File: src/jrm_pkg.sv
// Overview of operation
// [RULE_01] Environment asserts system reset and test reset
// [RULE_02] System reset clears functional logic, test reset test
// [RULE_03] Device runs after system reset despite test reset
// [RULE_04] Held test reset keeps port idle, function undisturbed
// [RULE_05] Controller keeps test clock running around test reset
// [RULE_06] Identity variant valid only with system reset released
// [RULE_07] Other instructions work under either system reset
// [RULE_08] Undriven test reset line reads as asserted
// [RULE_09] Passive controller pulses reset, then drives high
// [RULE_10] Mode pins captured on test reset release
// [RULE_11] Captured mode selects boundary scan or emulation
// [RULE_12] Read-only identity register, writes ignored
// [RULE_13] Top nibble revision, rest fixed part code
// [RULE_14] Test reset forces state machine to reset state
package jrm_pkg;
    // Register byte addresses on the AXI4-Lite bus
    localparam logic [31:0] ADDR_ID = 32'h01C40028;
    localparam logic [31:0] ADDR_STAT = 32'h01C4002C;
    localparam logic [31:0] ADDR_CTRL = 32'h01C40030;
    // Control register field and reset value
    localparam int CTRL_TDO_OFF_BIT = 0;
    localparam logic [31:0] CTRL_RESET = 32'h00000000;
    // Status register field positions
    localparam int STAT_VALID_BIT = 0;
    localparam int STAT_EMUL_BIT = 1;
    localparam int STAT_RAW_LSB = 2;
    localparam int STAT_TRST_BIT = 4;
    localparam int STAT_TLR_BIT = 5;
    // AXI responses
    localparam logic [1:0] RESP_OKAY = 2'h0;
    localparam logic [1:0] RESP_SLVERR = 2'h2;
    // Mode pin value that selects boundary scan; others mean emulation
    localparam logic [1:0] DBG_MODE_BSCAN = 2'h0;
    // Instruction codes, capture pattern and width
    localparam int IR_LEN = 4;
    localparam logic [3:0] IR_IDCODE = 4'hE;
    localparam logic [3:0] IR_BYPASS = 4'hF;
    localparam logic [3:0] IR_CAPTURE = 4'h1;
    // Timing: shortest test clock phase against our clock period
    localparam int CLK_PERIOD_NS = 10;
    localparam int TCK_PHASE_MIN_NS = 20;
    localparam int TCK_PHASE_MIN_CYC =
        (TCK_PHASE_MIN_NS + CLK_PERIOD_NS - 1) / CLK_PERIOD_NS;
    // Test access port states, one-hot
    typedef enum logic [15:0] {
        TS_TLR = 16'h0001, TS_RTI = 16'h0002, TS_SELDR = 16'h0004,
        TS_CAPDR = 16'h0008, TS_SHDR = 16'h0010, TS_EX1DR = 16'h0020,
        TS_PADR = 16'h0040, TS_EX2DR = 16'h0080, TS_UPDR = 16'h0100,
        TS_SELIR = 16'h0200, TS_CAPIR = 16'h0400, TS_SHIR = 16'h0800,
        TS_EX1IR = 16'h1000, TS_PAIR = 16'h2000, TS_EX2IR = 16'h4000,
        TS_UPIR = 16'h8000
    } jrm_tap_e;
    // Test port pins as seen from outside the chip
    typedef struct packed {
        logic tck;
        logic tms;
        logic tdi;
        logic trst_n;
        logic trst_drv;
    } jrm_jtag_in_s;
endpackage

File: src/jrm_tap_top.sv
// The implementer's own choice: the AXI4-Lite interface to the registers.
`timescale 1ns/1ps
`default_nettype none
module jrm_tap_top
#(
    // Silicon revision nibble; value is arbitrary
    parameter logic [3:0] SILICON_REV = 4'h1,
    // Part code, bit 0 must be one; value is arbitrary
    parameter logic [27:0] PART_CODE = 28'h0123451
)
(
    // Clock and system reset
    input wire logic aclk,
    input wire logic aresetn,
    // AXI4-Lite write channels
    input wire logic [31:0] s_axi_awaddr,
    input wire logic s_axi_awvalid,
    output logic s_axi_awready,
    input wire logic [31:0] s_axi_wdata,
    input wire logic [3:0] s_axi_wstrb,
    input wire logic s_axi_wvalid,
    output logic s_axi_wready,
    output logic [1:0] s_axi_bresp,
    output logic s_axi_bvalid,
    input wire logic s_axi_bready,
    // AXI4-Lite read channels
    input wire logic [31:0] s_axi_araddr,
    input wire logic s_axi_arvalid,
    output logic s_axi_arready,
    output logic [31:0] s_axi_rdata,
    output logic [1:0] s_axi_rresp,
    output logic s_axi_rvalid,
    input wire logic s_axi_rready,
    // Test port pins
    input wire jrm_pkg::jrm_jtag_in_s jtag_in,
    output logic tdo,
    output logic tdo_oe_n,
    // Debug mode pins and latched mode
    input wire logic [1:0] debug_mode_pins,
    output logic bscan_mode,
    output logic emul_mode
);
    import jrm_pkg::*;

    // Phase detection needs two samples per test clock phase
    if (TCK_PHASE_MIN_CYC < 2)
    begin : g_chk
        $error("Clock too slow to sample the test clock");
    end
    if (PART_CODE[0] != 1'b1)
    begin : g_chk_id
        $error("Identity word bit 0 must be one");
    end

    // Decode of register addresses, used by both bus channels
    function automatic logic addr_mapped(input logic [31:0] a);
        addr_mapped = (a == ADDR_ID) || (a == ADDR_STAT)
            || (a == ADDR_CTRL);
    endfunction

    // Synchroniser stages; no system reset so test logic runs on
    jrm_jtag_in_s sy1_reg;
    jrm_jtag_in_s sy2_reg;
    logic [1:0] msy1_reg;
    logic [1:0] msy2_reg;
    logic tck_d_reg;
    logic trst_d_reg;

    // Test access port state
    jrm_tap_e tap_reg;
    jrm_tap_e tap_next;
    logic [IR_LEN-1:0] ir_reg;
    logic [IR_LEN-1:0] ir_sh_reg;
    logic [31:0] dr_reg;
    logic tdo_reg;
    logic tdo_oe_n_reg;

    // Functional state under system reset
    logic [3:0] rev_reg;
    logic [1:0] mode_raw_reg;
    logic mode_valid_reg;
    logic bscan_reg;
    logic emul_reg;
    logic [31:0] ctrl_reg;

    // Bus state
    logic awready_reg;
    logic wready_reg;
    logic aw_full_reg;
    logic w_full_reg;
    logic [31:0] aw_addr_reg;
    logic [31:0] w_data_reg;
    logic [3:0] w_strb_reg;
    logic bvalid_reg;
    logic [1:0] bresp_reg;
    logic arready_reg;
    logic rvalid_reg;
    logic [31:0] rdata_reg;
    logic [1:0] rresp_reg;
    logic [31:0] rd_addr_reg;

    // Derived strobes
    logic tck_rise;
    logic tck_fall;
    logic trst_asrt;
    logic trst_rise;
    logic [31:0] id_word;

    // Two flops on every pin before use
    always_ff @(posedge aclk)
    begin
        sy1_reg <= jtag_in;
        sy2_reg <= sy1_reg;
        msy1_reg <= debug_mode_pins;
        msy2_reg <= msy1_reg;
        tck_d_reg <= sy2_reg.tck;
        trst_d_reg <= trst_asrt;
    end

    // Undriven line counts as asserted, like a pulldown   [RULE_08]
    assign trst_asrt = !(sy2_reg.trst_n && sy2_reg.trst_drv);
    assign trst_rise = trst_d_reg && !trst_asrt;
    // Edges only from the second stage onward
    assign tck_rise = sy2_reg.tck && !tck_d_reg;
    assign tck_fall = !sy2_reg.tck && tck_d_reg;
    // Revision on top, part code below   [RULE_13]
    assign id_word = {rev_reg, PART_CODE};

    // Next state of the standard test port machine
    always_comb
    begin
        tap_next = tap_reg;
        unique case (tap_reg)
            TS_TLR: tap_next = sy2_reg.tms ? TS_TLR : TS_RTI;
            TS_RTI: tap_next = sy2_reg.tms ? TS_SELDR : TS_RTI;
            TS_SELDR: tap_next = sy2_reg.tms ? TS_SELIR : TS_CAPDR;
            TS_CAPDR: tap_next = sy2_reg.tms ? TS_EX1DR : TS_SHDR;
            TS_SHDR: tap_next = sy2_reg.tms ? TS_EX1DR : TS_SHDR;
            TS_EX1DR: tap_next = sy2_reg.tms ? TS_UPDR : TS_PADR;
            TS_PADR: tap_next = sy2_reg.tms ? TS_EX2DR : TS_PADR;
            TS_EX2DR: tap_next = sy2_reg.tms ? TS_UPDR : TS_SHDR;
            TS_UPDR: tap_next = sy2_reg.tms ? TS_SELDR : TS_RTI;
            TS_SELIR: tap_next = sy2_reg.tms ? TS_TLR : TS_CAPIR;
            TS_CAPIR: tap_next = sy2_reg.tms ? TS_EX1IR : TS_SHIR;
            TS_SHIR: tap_next = sy2_reg.tms ? TS_EX1IR : TS_SHIR;
            TS_EX1IR: tap_next = sy2_reg.tms ? TS_UPIR : TS_PAIR;
            TS_PAIR: tap_next = sy2_reg.tms ? TS_EX2IR : TS_PAIR;
            TS_EX2IR: tap_next = sy2_reg.tms ? TS_UPIR : TS_SHIR;
            TS_UPIR: tap_next = sy2_reg.tms ? TS_SELDR : TS_RTI;
            // Corrupt code recovers through reset state
            default: tap_next = TS_TLR;
        endcase
    end

    // State register; only the test reset clears it   [RULE_02]
    always_ff @(posedge aclk)
    begin
        if (trst_asrt)
            tap_reg <= TS_TLR;  // [RULE_14] [RULE_04]
        else if (tck_rise)
            tap_reg <= tap_next;
    end

    // Instruction path; unknown codes act as bypass   [RULE_07]
    always_ff @(posedge aclk)
    begin
        if (trst_asrt || (tck_rise && tap_reg == TS_TLR))
        begin
            ir_reg <= IR_IDCODE;  // [RULE_14]
            ir_sh_reg <= IR_CAPTURE;
        end
        else if (tck_rise)
        begin
            if (tap_reg == TS_CAPIR)
                ir_sh_reg <= IR_CAPTURE;
            else if (tap_reg == TS_SHIR)
                ir_sh_reg <= {sy2_reg.tdi, ir_sh_reg[IR_LEN-1:1]};
            else if (tap_reg == TS_UPIR)
                ir_reg <= ir_sh_reg;
        end
    end

    // Data path: identity or one-bit bypass, system reset ignored
    always_ff @(posedge aclk)
    begin
        if (trst_asrt)
            dr_reg <= 32'h00000000;
        else if (tck_rise && tap_reg == TS_CAPDR)
            // Variant reads zero while system reset is held  [RULE_06]
            dr_reg <= (ir_reg == IR_IDCODE) ? id_word : 32'h00000000;
        else if (tck_rise && tap_reg == TS_SHDR)
        begin
            if (ir_reg == IR_IDCODE)
                dr_reg <= {sy2_reg.tdi, dr_reg[31:1]};
            else
                dr_reg[0] <= sy2_reg.tdi;  // [RULE_07]
        end
    end

    // Output pin changes on the falling test clock edge
    always_ff @(posedge aclk)
    begin
        if (trst_asrt)
        begin
            tdo_reg <= 1'b1;
            tdo_oe_n_reg <= 1'b1;
        end
        else if (tck_fall)
        begin
            tdo_reg <= (tap_reg == TS_SHIR) ? ir_sh_reg[0] : dr_reg[0];
            // Software can keep the pin released
            tdo_oe_n_reg <= !((tap_reg == TS_SHIR || tap_reg == TS_SHDR)
                && !ctrl_reg[CTRL_TDO_OFF_BIT]);
        end
    end

    // Revision nibble only settles after system reset   [RULE_06]
    always_ff @(posedge aclk)
    begin
        if (!aresetn)
            rev_reg <= 4'h0;
        else
            rev_reg <= SILICON_REV;
    end

    // Mode pins caught on test reset release after boot  [RULE_10]
    always_ff @(posedge aclk)
    begin
        if (!aresetn)
        begin
            mode_raw_reg <= DBG_MODE_BSCAN;
            mode_valid_reg <= 1'b0;
            bscan_reg <= 1'b0;
            emul_reg <= 1'b0;
        end
        else if (trst_rise)
        begin
            mode_raw_reg <= msy2_reg;
            mode_valid_reg <= 1'b1;
            // Boundary scan on one code, emulation otherwise  [RULE_11]
            bscan_reg <= (msy2_reg == DBG_MODE_BSCAN);
            emul_reg <= (msy2_reg != DBG_MODE_BSCAN);
        end
    end

    // Write address and data taken in either order
    always_ff @(posedge aclk)
    begin
        if (!aresetn)
        begin
            awready_reg <= 1'b0;
            aw_full_reg <= 1'b0;
            aw_addr_reg <= 32'h00000000;
        end
        else if (s_axi_awvalid && awready_reg)
        begin
            awready_reg <= 1'b0;
            aw_full_reg <= 1'b1;
            aw_addr_reg <= s_axi_awaddr;
        end
        else if (bvalid_reg && s_axi_bready)
            aw_full_reg <= 1'b0;
        else if (!aw_full_reg && !bvalid_reg)
            awready_reg <= 1'b1;
    end

    // Write data holding stage
    always_ff @(posedge aclk)
    begin
        if (!aresetn)
        begin
            wready_reg <= 1'b0;
            w_full_reg <= 1'b0;
            w_data_reg <= 32'h00000000;
            w_strb_reg <= 4'h0;
        end
        else if (s_axi_wvalid && wready_reg)
        begin
            wready_reg <= 1'b0;
            w_full_reg <= 1'b1;
            w_data_reg <= s_axi_wdata;
            w_strb_reg <= s_axi_wstrb;
        end
        else if (bvalid_reg && s_axi_bready)
            w_full_reg <= 1'b0;
        else if (!w_full_reg && !bvalid_reg)
            wready_reg <= 1'b1;
    end

    // Response once both halves are in; unmapped gets an error
    always_ff @(posedge aclk)
    begin
        if (!aresetn)
        begin
            bvalid_reg <= 1'b0;
            bresp_reg <= RESP_OKAY;
        end
        else if (aw_full_reg && w_full_reg && !bvalid_reg)
        begin
            bvalid_reg <= 1'b1;
            bresp_reg <= addr_mapped(aw_addr_reg) ? RESP_OKAY : RESP_SLVERR;
        end
        else if (bvalid_reg && s_axi_bready)
            bvalid_reg <= 1'b0;
    end

    // Control register; identity and status writes are dropped [RULE_12]
    always_ff @(posedge aclk)
    begin
        if (!aresetn)
            ctrl_reg <= CTRL_RESET;  // [RULE_02]
        else if (aw_full_reg && w_full_reg && !bvalid_reg
            && aw_addr_reg == ADDR_CTRL && w_strb_reg[0])
            ctrl_reg[CTRL_TDO_OFF_BIT] <= w_data_reg[CTRL_TDO_OFF_BIT];
    end

    // Read channel; served whatever the test reset does   [RULE_03]
    always_ff @(posedge aclk)
    begin
        if (!aresetn)
        begin
            arready_reg <= 1'b0;
            rvalid_reg <= 1'b0;
            rdata_reg <= 32'h00000000;
            rresp_reg <= RESP_OKAY;
            rd_addr_reg <= 32'h00000000;
        end
        else if (s_axi_arvalid && arready_reg)
        begin
            arready_reg <= 1'b0;
            rvalid_reg <= 1'b1;
            rd_addr_reg <= s_axi_araddr;
            rresp_reg <= addr_mapped(s_axi_araddr) ? RESP_OKAY : RESP_SLVERR;
            rdata_reg <= 32'h00000000;
            if (s_axi_araddr == ADDR_ID)
                rdata_reg <= id_word;  // [RULE_12]
            else if (s_axi_araddr == ADDR_STAT)
            begin
                rdata_reg[STAT_VALID_BIT] <= mode_valid_reg;
                rdata_reg[STAT_EMUL_BIT] <= emul_reg;
                rdata_reg[STAT_RAW_LSB +: 2] <= mode_raw_reg;
                rdata_reg[STAT_TRST_BIT] <= trst_asrt;
                rdata_reg[STAT_TLR_BIT] <= (tap_reg == TS_TLR);
            end
            else if (s_axi_araddr == ADDR_CTRL)
                rdata_reg <= ctrl_reg;
        end
        else if (rvalid_reg && s_axi_rready)
        begin
            rvalid_reg <= 1'b0;
            arready_reg <= 1'b1;
        end
        else if (!rvalid_reg)
            arready_reg <= 1'b1;
    end

    // Outputs straight from flops
    assign s_axi_awready = awready_reg;
    assign s_axi_wready = wready_reg;
    assign s_axi_bvalid = bvalid_reg;
    assign s_axi_bresp = bresp_reg;
    assign s_axi_arready = arready_reg;
    assign s_axi_rvalid = rvalid_reg;
    assign s_axi_rdata = rdata_reg;
    assign s_axi_rresp = rresp_reg;
    assign tdo = tdo_reg;
    assign tdo_oe_n = tdo_oe_n_reg;
    assign bscan_mode = bscan_reg;
    assign emul_mode = emul_reg;

    // Checks next to the logic they guard
    a_tap_reset_hold: assert property (  // [RULE_14]
        @(posedge aclk) trst_asrt [*2] |=> tap_reg == TS_TLR && tdo_oe_n)
        else $error("State machine left reset state under test reset");
    a_trst_default: assert property (  // [RULE_08]
        @(posedge aclk) !sy2_reg.trst_drv |=> trst_d_reg)
        else $error("Undriven test reset not seen as asserted");
    a_mode_capture: assert property (  // [RULE_10]
        @(posedge aclk) disable iff (!aresetn)
        trst_rise |=> mode_valid_reg && mode_raw_reg == $past(msy2_reg))
        else $error("Mode pins not captured on test reset release");
    a_mode_select: assert property (  // [RULE_11]
        @(posedge aclk) disable iff (!aresetn)
        mode_valid_reg |-> (bscan_mode != emul_mode)
        && (emul_mode == (mode_raw_reg != DBG_MODE_BSCAN)))
        else $error("Mode outputs disagree with captured value");
    a_id_value: assert property (  // [RULE_12] [RULE_13]
        @(posedge aclk) disable iff (!aresetn)
        s_axi_arvalid && arready_reg && s_axi_araddr == ADDR_ID
        |=> s_axi_rvalid && s_axi_rdata == {SILICON_REV, PART_CODE})
        else $error("Identity read returned a wrong word");
    a_variant_reset: assert property (  // [RULE_06]
        @(posedge aclk) !aresetn |=> rev_reg == 4'h0)
        else $error("Variant nibble not cleared by system reset");
    a_read_under_trst: assert property (  // [RULE_03] [RULE_04]
        @(posedge aclk) disable iff (!aresetn)
        trst_asrt && s_axi_arvalid && arready_reg |=> rvalid_reg)
        else $error("Bus read stalled while test reset held");
    a_sys_reset: assert property (  // [RULE_02]
        @(posedge aclk) !aresetn |=> !s_axi_bvalid && !s_axi_rvalid
        && ctrl_reg == CTRL_RESET)
        else $error("System reset left functional state");
    a_bypass_path: assert property (  // [RULE_07]
        @(posedge aclk) disable iff (trst_asrt)
        tck_rise && tap_reg == TS_SHDR && ir_reg != IR_IDCODE
        |=> dr_reg[0] == $past(sy2_reg.tdi))
        else $error("Bypass bit did not follow test data in");

    // Main scenarios
    c_emul_capture: cover property (
        @(posedge aclk) aresetn && trst_rise && msy2_reg != DBG_MODE_BSCAN);
    c_id_read: cover property (
        @(posedge aclk) rvalid_reg && s_axi_rready && rd_addr_reg == ADDR_ID);
    c_idcode_shift: cover property (
        @(posedge aclk) tap_reg == TS_SHDR && ir_reg == IR_IDCODE);
    c_ctrl_write: cover property (
        @(posedge aclk) bvalid_reg && aw_addr_reg == ADDR_CTRL);
endmodule
`default_nettype wire

File: config.mk
export PLATFORM = sky130hd
export DESIGN_NAME = jrm_tap_top
export DESIGN_NICKNAME = d
export VERILOG_FILES = /design/src/jrm_pkg.sv /design/src/jrm_tap_top.sv
export SDC_FILE = /design/constraint.sdc
export NUM_CORES = 1
export LEC_CHECK = 0
export BUFFER_PORTS_ARGS = -buffer_cell sky130_fd_sc_hd__buf_2
export CORE_MARGIN = 3
export CORE_UTILIZATION = 55
export CTS_CLUSTER_DIAMETER = 50
export CTS_CLUSTER_SIZE = 12
export DETAILED_ROUTE_END_ITERATION = 6
export PLACE_DENSITY = 0.83
export SLEW_MARGIN = 5
export SYNTH_ARGS = -nofsm -noshare
export SYNTH_HDL_FRONTEND = slang
export SYNTH_SLANG_ARGS = --single-unit
File: constraint.sdc
create_clock -name aclk -period 4.3 [get_ports aclk]
set_input_delay 0.86 -clock aclk [delete_from_list [all_inputs] [get_ports aclk]]
set_output_delay 0.86 -clock aclk [all_outputs]
set_load 0.005 [all_outputs]
* Word level (Yosys, flattened, before mapping) *
Index checks and enable logic that the tools add are counted.

word-level totals
  bits in registers = 161
  input port bits = 114
  output and inout bits = 45
  word-level logic and storage cells = 157

operators by class
  equality and inequality tests = 24
  muxes and demuxes = 36
  bitwise logic cells = 4
  reductions and logical operators = 53

operators with widths
  kind                    number
  $eq A32 B25 Y1 const B  6
  $pmux W16 S12           1
  $mux W32                4
  $mux W16                2
  $mux W31                1
  $mux W26                1
  $logic_and A1 B1 Y1     19
  $mux W9                 2
  $eq A16 B1 Y1 const B   1
  $eq A16 B10 Y1 const B  1
  $eq A16 B11 Y1 const B  1
  $eq A16 B12 Y1 const B  1
  $eq A16 B13 Y1 const B  1
  $eq A16 B14 Y1 const B  1
  $eq A16 B15 Y1 const B  1
  $eq A16 B16 Y1 const B  1
  $eq A16 B2 Y1 const B   1
  $eq A16 B3 Y1 const B   1
  $eq A16 B4 Y1 const B   1
  $eq A16 B5 Y1 const B   1
  $eq A16 B6 Y1 const B   1
  $eq A16 B7 Y1 const B   1
  $eq A16 B8 Y1 const B   1
  $eq A16 B9 Y1 const B   1
  21 further kinds        65

* Depth between registers and ports, before layout *
  word-level depth = 5
  depth in mapped cells = 9
  mapped depth without buffers = 6

* Worst setup path before layout *
No wires, ideal clock.

  path kind = input to register
  from = in s_axi_araddr[1]
  to = reg rdata_reg[2], in the netlist s_axi_rdata[2]
  setup time = 0.065 ns
  data arrival time = 1.877 ns
  data required time = 4.235 ns
  setup slack = 2.357 ns
  stages on the path = 6
  path buffers = 0
  cell sequence = nor4b_1 nand4_1 nor2_1 and4_1 a22oi_1 nor2b_1

between the ends
  cells in the longest elaborated chain, start to end = 3
  elaborated cells on any way between the ends = 4
  those cells by class = eq/ne: 2; mux: 2

ends and longest elaborated chain
  what                             RTL line            RTL
  from (decl)                      jrm_tap_top.sv:27   input wire logic [31:0] s_axi_araddr,
  $eq A32 B25 Y1                   jrm_tap_top.sv:337  else if (s_axi_araddr == ADDR_STAT)
  $mux W6                          jrm_tap_top.sv:337
  $mux W32 (*)                     jrm_tap_top.sv:335  if (s_axi_araddr == ADDR_ID)
  to (signal assigned)             jrm_tap_top.sv:336  rdata_reg <= id_word;
  to (signal, indexed assignment)  jrm_tap_top.sv:339  rdata_reg[STAT_VALID_BIT] <= mode_valid_reg;
  to (signal, indexed assignment)  jrm_tap_top.sv:340  rdata_reg[STAT_EMUL_BIT] <= emul_reg;
  to (decl)                        jrm_tap_top.sv:98   logic [31:0] rdata_reg;

Mark *: on every way between the ends. The rest lies on a longest branch, timed or not.
A chain may end at the register's enable or synchronous reset.

* Final worst setup path *
  from = reg tap_reg[3]
  to = reg dr_reg[6]

between the ends
  cells in the longest elaborated chain, start to end = 4
  elaborated cells on any way between the ends = 8
  those cells by class = eq/ne: 2; mux: 1; reduce/logical: 5

ends and longest elaborated chain
  what                                            RTL line                                RTL
  from (decl)                                     jrm_tap_top.sv:70                       jrm_tap_e tap_reg;
  from (signal assigned)                          jrm_tap_top.sv:161                      tap_reg <= tap_next;
  $eq A16 B4 Y1 or $eq A16 B5 Y1 (tied branches)  jrm_tap_top.sv:188, jrm_tap_top.sv:191
  $logic_and A1 B1 Y1, on equally long branches   jrm_tap_top.sv:188, jrm_tap_top.sv:191
  $reduce_bool A2 Y1 (no line)                    -
  $reduce_and A2 Y1 (no line)                     -
  to (signal assigned)                            jrm_tap_top.sv:190                      dr_reg <= (ir_reg == IR_IDCODE) ? id_word : 32'h00000000;
  to (signal assigned)                            jrm_tap_top.sv:194                      dr_reg <= {sy2_reg.tdi, dr_reg[31:1]};
  to (decl)                                       jrm_tap_top.sv:74                       logic [31:0] dr_reg;

Parallel ways exist; a longest one is shown, timed or not.

==> run metrics <==
global placement routability congestion 0.9305; top post-synthesis cells by count 132 x dfxtp_1, 70 x nand2_1, 39 x a22o_1, 33 x a21oi_1, 33 x nor2_1; post-DR wirelength/cell 15.54 um; outcome finished clean; most common cell in the synthesized netlist dfxtp_1; synthesized area 5354 sq um; core region area 9371 sq um; antenna-violating nets left 0; Worst EP arrival 3.30 ns; TritonCTS buffer count 17; ys flop type dfxtp_1; Yosys top cell area share 49.36%; footprint of the multi-input gates 2422 sq um; FILL cells 721; post-CTS setup buffer count 0; chip height 104.7 um; Finished Layout Cells 789; drt drc 0; post-route minimum period 2.878 ns; number of global-route vias before repair 4432; initial antenna violation count 0; worst skew pair latency 0.52 ns; drt pass-1 iters 5; CTS tree done; slew margin rel. 24.82%; R2R Setup Slk 1.42 ns; hold_buf cts 0; HP Start msy1_reg[0]$_DFF_P_; die area 10950 sq um; maximum vdd ir drop 0.0002689 V; worst path required time 4.72 ns; CP Launch Type register; first-pass GRT wire length 20510 um; dpl hpwl 8432 um; Worst-path clk slew 0.06 ns; max-slew violation count 0; total wire length 12260 um; Cell Chain, Critical Path nor4b_1 > a22oi_2 > nor2_2 > and3_1 > o21ai_0 > a21oi_1; RSZ-0062 raised after global routing false; Fmax 347.5 MHz; Worst R2R End dr_reg[6]$_SDFFE_PN0P_; Post-synth EDFFs 0; layout cells sized above 1 26.67%; CTS root buffer clkbuf_8; PortBufs 103; largest area contributor in the netlist dfxtp_1; CP Buf/Inv Count 0; Setup CP Type reg2reg; R2R cell count 6; row count 35; grt ovf 0; Starting Density 57.13%; Ant. Diodes 0; Yosys reg bits 132; CP top delay family simple AND/OR/NAND/NOR gates; Synth area leaders dfxtp_1 49%, a22o_1 6.4%, nand2_1 4.9%; final setup skew 0.008222 ns; initial detailed-routing violation count 256; nets@finish 762; Worst Hold End msy2_reg[0]$_DFF_P_; Worst setup EP type register; pin count of the biggest net entering global routing 34; Synth cell types 61; # placed instances 758; Slew @ Worst Pin 1.128 ns; Max Cap Violations 0; clk buf depth 2; r2r startpoint tap_reg[3]$_SDFFE_PN0P_; register area share after synthesis 49.36%; Fin. Hold Viols 0; vias per cell 5.577; Cells after Synth 561; setup_tns 0 ns; Min-Delay Path Depth 0; Ports 159; endpoints failing setup 0; H-tree depth 4; period utilization 66.92%; Clock Sinks 132; CP max stage cell and3_1; Die Wd 104.7 um; Crit Path Max Fanout 24; YS warnings 0; Pwr Density 440.7 nW/um^2; Worst Hold Class reg2reg; Layout area overhead 18.18%; Synth async-reset ratio 0%; post_cts resized 0; via count 4400; Max stage delay on crit path 0.87 ns; Syn Area/Cell 9.543 sq um; GR Util All Layers 22.93%; pre-CTS setup slack 1.476 ns; register area 2643 sq um; Worst Setup Slack, final 1.422 ns; Pleak 0.002480 uW
==> cell usage in the layout, fill, tap and decap left out, types with 6 or more instances in the layout <==
| master | Yosys | layout |
|---|---|---|
| dfxtp_1 | 132 | 132 |
| buf_2 | 6 | 103 |
| nand2_1 | 70 | 70 |
| a22o_1 | 39 | 39 |
| nor2_1 | 33 | 33 |
| a21oi_1 | 33 | 33 |
| conb_1 | 1 | 21 |
| clkbuf_16 | 0 | 16 |
| o21ai_0 | 15 | 15 |
| nor2b_1 | 15 | 15 |
| nor4_1 | 13 | 13 |
| a21oi_2 | 13 | 13 |
| nor4b_1 | 11 | 11 |
| nand4_1 | 10 | 10 |
| a22oi_1 | 10 | 10 |
| nand2_2 | 10 | 10 |
| a21boi_0 | 10 | 10 |
| nor3_1 | 7 | 7 |
| nand3_1 | 7 | 7 |
| mux2i_1 | 7 | 7 |
| nand2b_1 | 6 | 6 |
==> how the worst max path moves through the flow <==
stage | start | end | slack, ns | depth (start not counted)
floorplan | s_axi_araddr[1] | s_axi_rdata[2]$_SDFFE_PN0P_ | 2.36 | 6
global placement | tap_reg[3]$_SDFFE_PN0P_ | dr_reg[6]$_SDFFE_PN0P_ | 1.57 | 6
detailed placement | tap_reg[3]$_SDFFE_PN0P_ | dr_reg[12]$_SDFFE_PN0P_ | 1.48 | 6
CTS | tap_reg[3]$_SDFFE_PN0P_ | dr_reg[6]$_SDFFE_PN0P_ | 1.42 | 6
global route | tap_reg[3]$_SDFFE_PN0P_ | dr_reg[6]$_SDFFE_PN0P_ | 1.11 | 6
finish | tap_reg[3]$_SDFFE_PN0P_ | dr_reg[6]$_SDFFE_PN0P_ | 1.42 | 6
==> metrics by stage <==
step | hold slack (ns) | instance area (sq um) | utilization [%] | total power [uW]
floorplan | 0.3096 | 5429 | - | 1393
global placement | 0.3121 | 5764 | 61.51 | 1439
detailed placement | 0.3139 | 5764 | 61.51 | 1445
CTS | 0.3274 | 6327 | 67.52 | 2800
global route | 0.3344 | 6327 | 67.52 | 2877
finish | 0.3255 | 6327 | 67.52 | 2788
==> worst register-to-register path, cell delays in order (launching register included) <==
cell and delay [ns]:
dfxtp_1 0.45, nor4b_1 0.54, a22oi_2 0.21, nor2_2 0.25, and3_1 0.87, o21ai_0 0.25, a21oi_1 0.21
==> kinds of logic (layout without fill, tap and decap cells) <==
logic type      Yosys count  after routing  synth area share (%)
xor+xnor                  5              5                0.8181
flops                   132            132                 49.36
simple gates            218            218                 22.90
buf+inv                  59            138                 6.871
mux                       8              8                 1.519
compound gates          138            138                 18.46
other cells               1             21               0.07004
==> area by class of cell <==
cell class / instances / share of cell area [%]
multi-input cells: 390 / 38.28
well taps: 129 / 2.551
flip-flops and latches: 132 / 41.76
inverters: 2 / 0.1186
repair buffers: 105 / 8.384
clock buffers: 19 / 6.822
clock inverters: 12 / 2.076
==> report_power, final <==
group	internal [uW]	switching (uW)
Sequential	1260	22.4
Clock	837	531
Combinational	63.8	76.4
==> routing by layer <==
metal / up-vias / track usage [%] / share of wire, %
met2: 150 / 39.90 / 52
met3: 16 / 7.165 / 6.7
met5: - / 0 / 0
met4: 0 / 7.404 / 1.2
met1: 2096 / 26.88 / 40
li1: 2138 / - / -
Note: power is estimated with default switching activity, not from simulation.
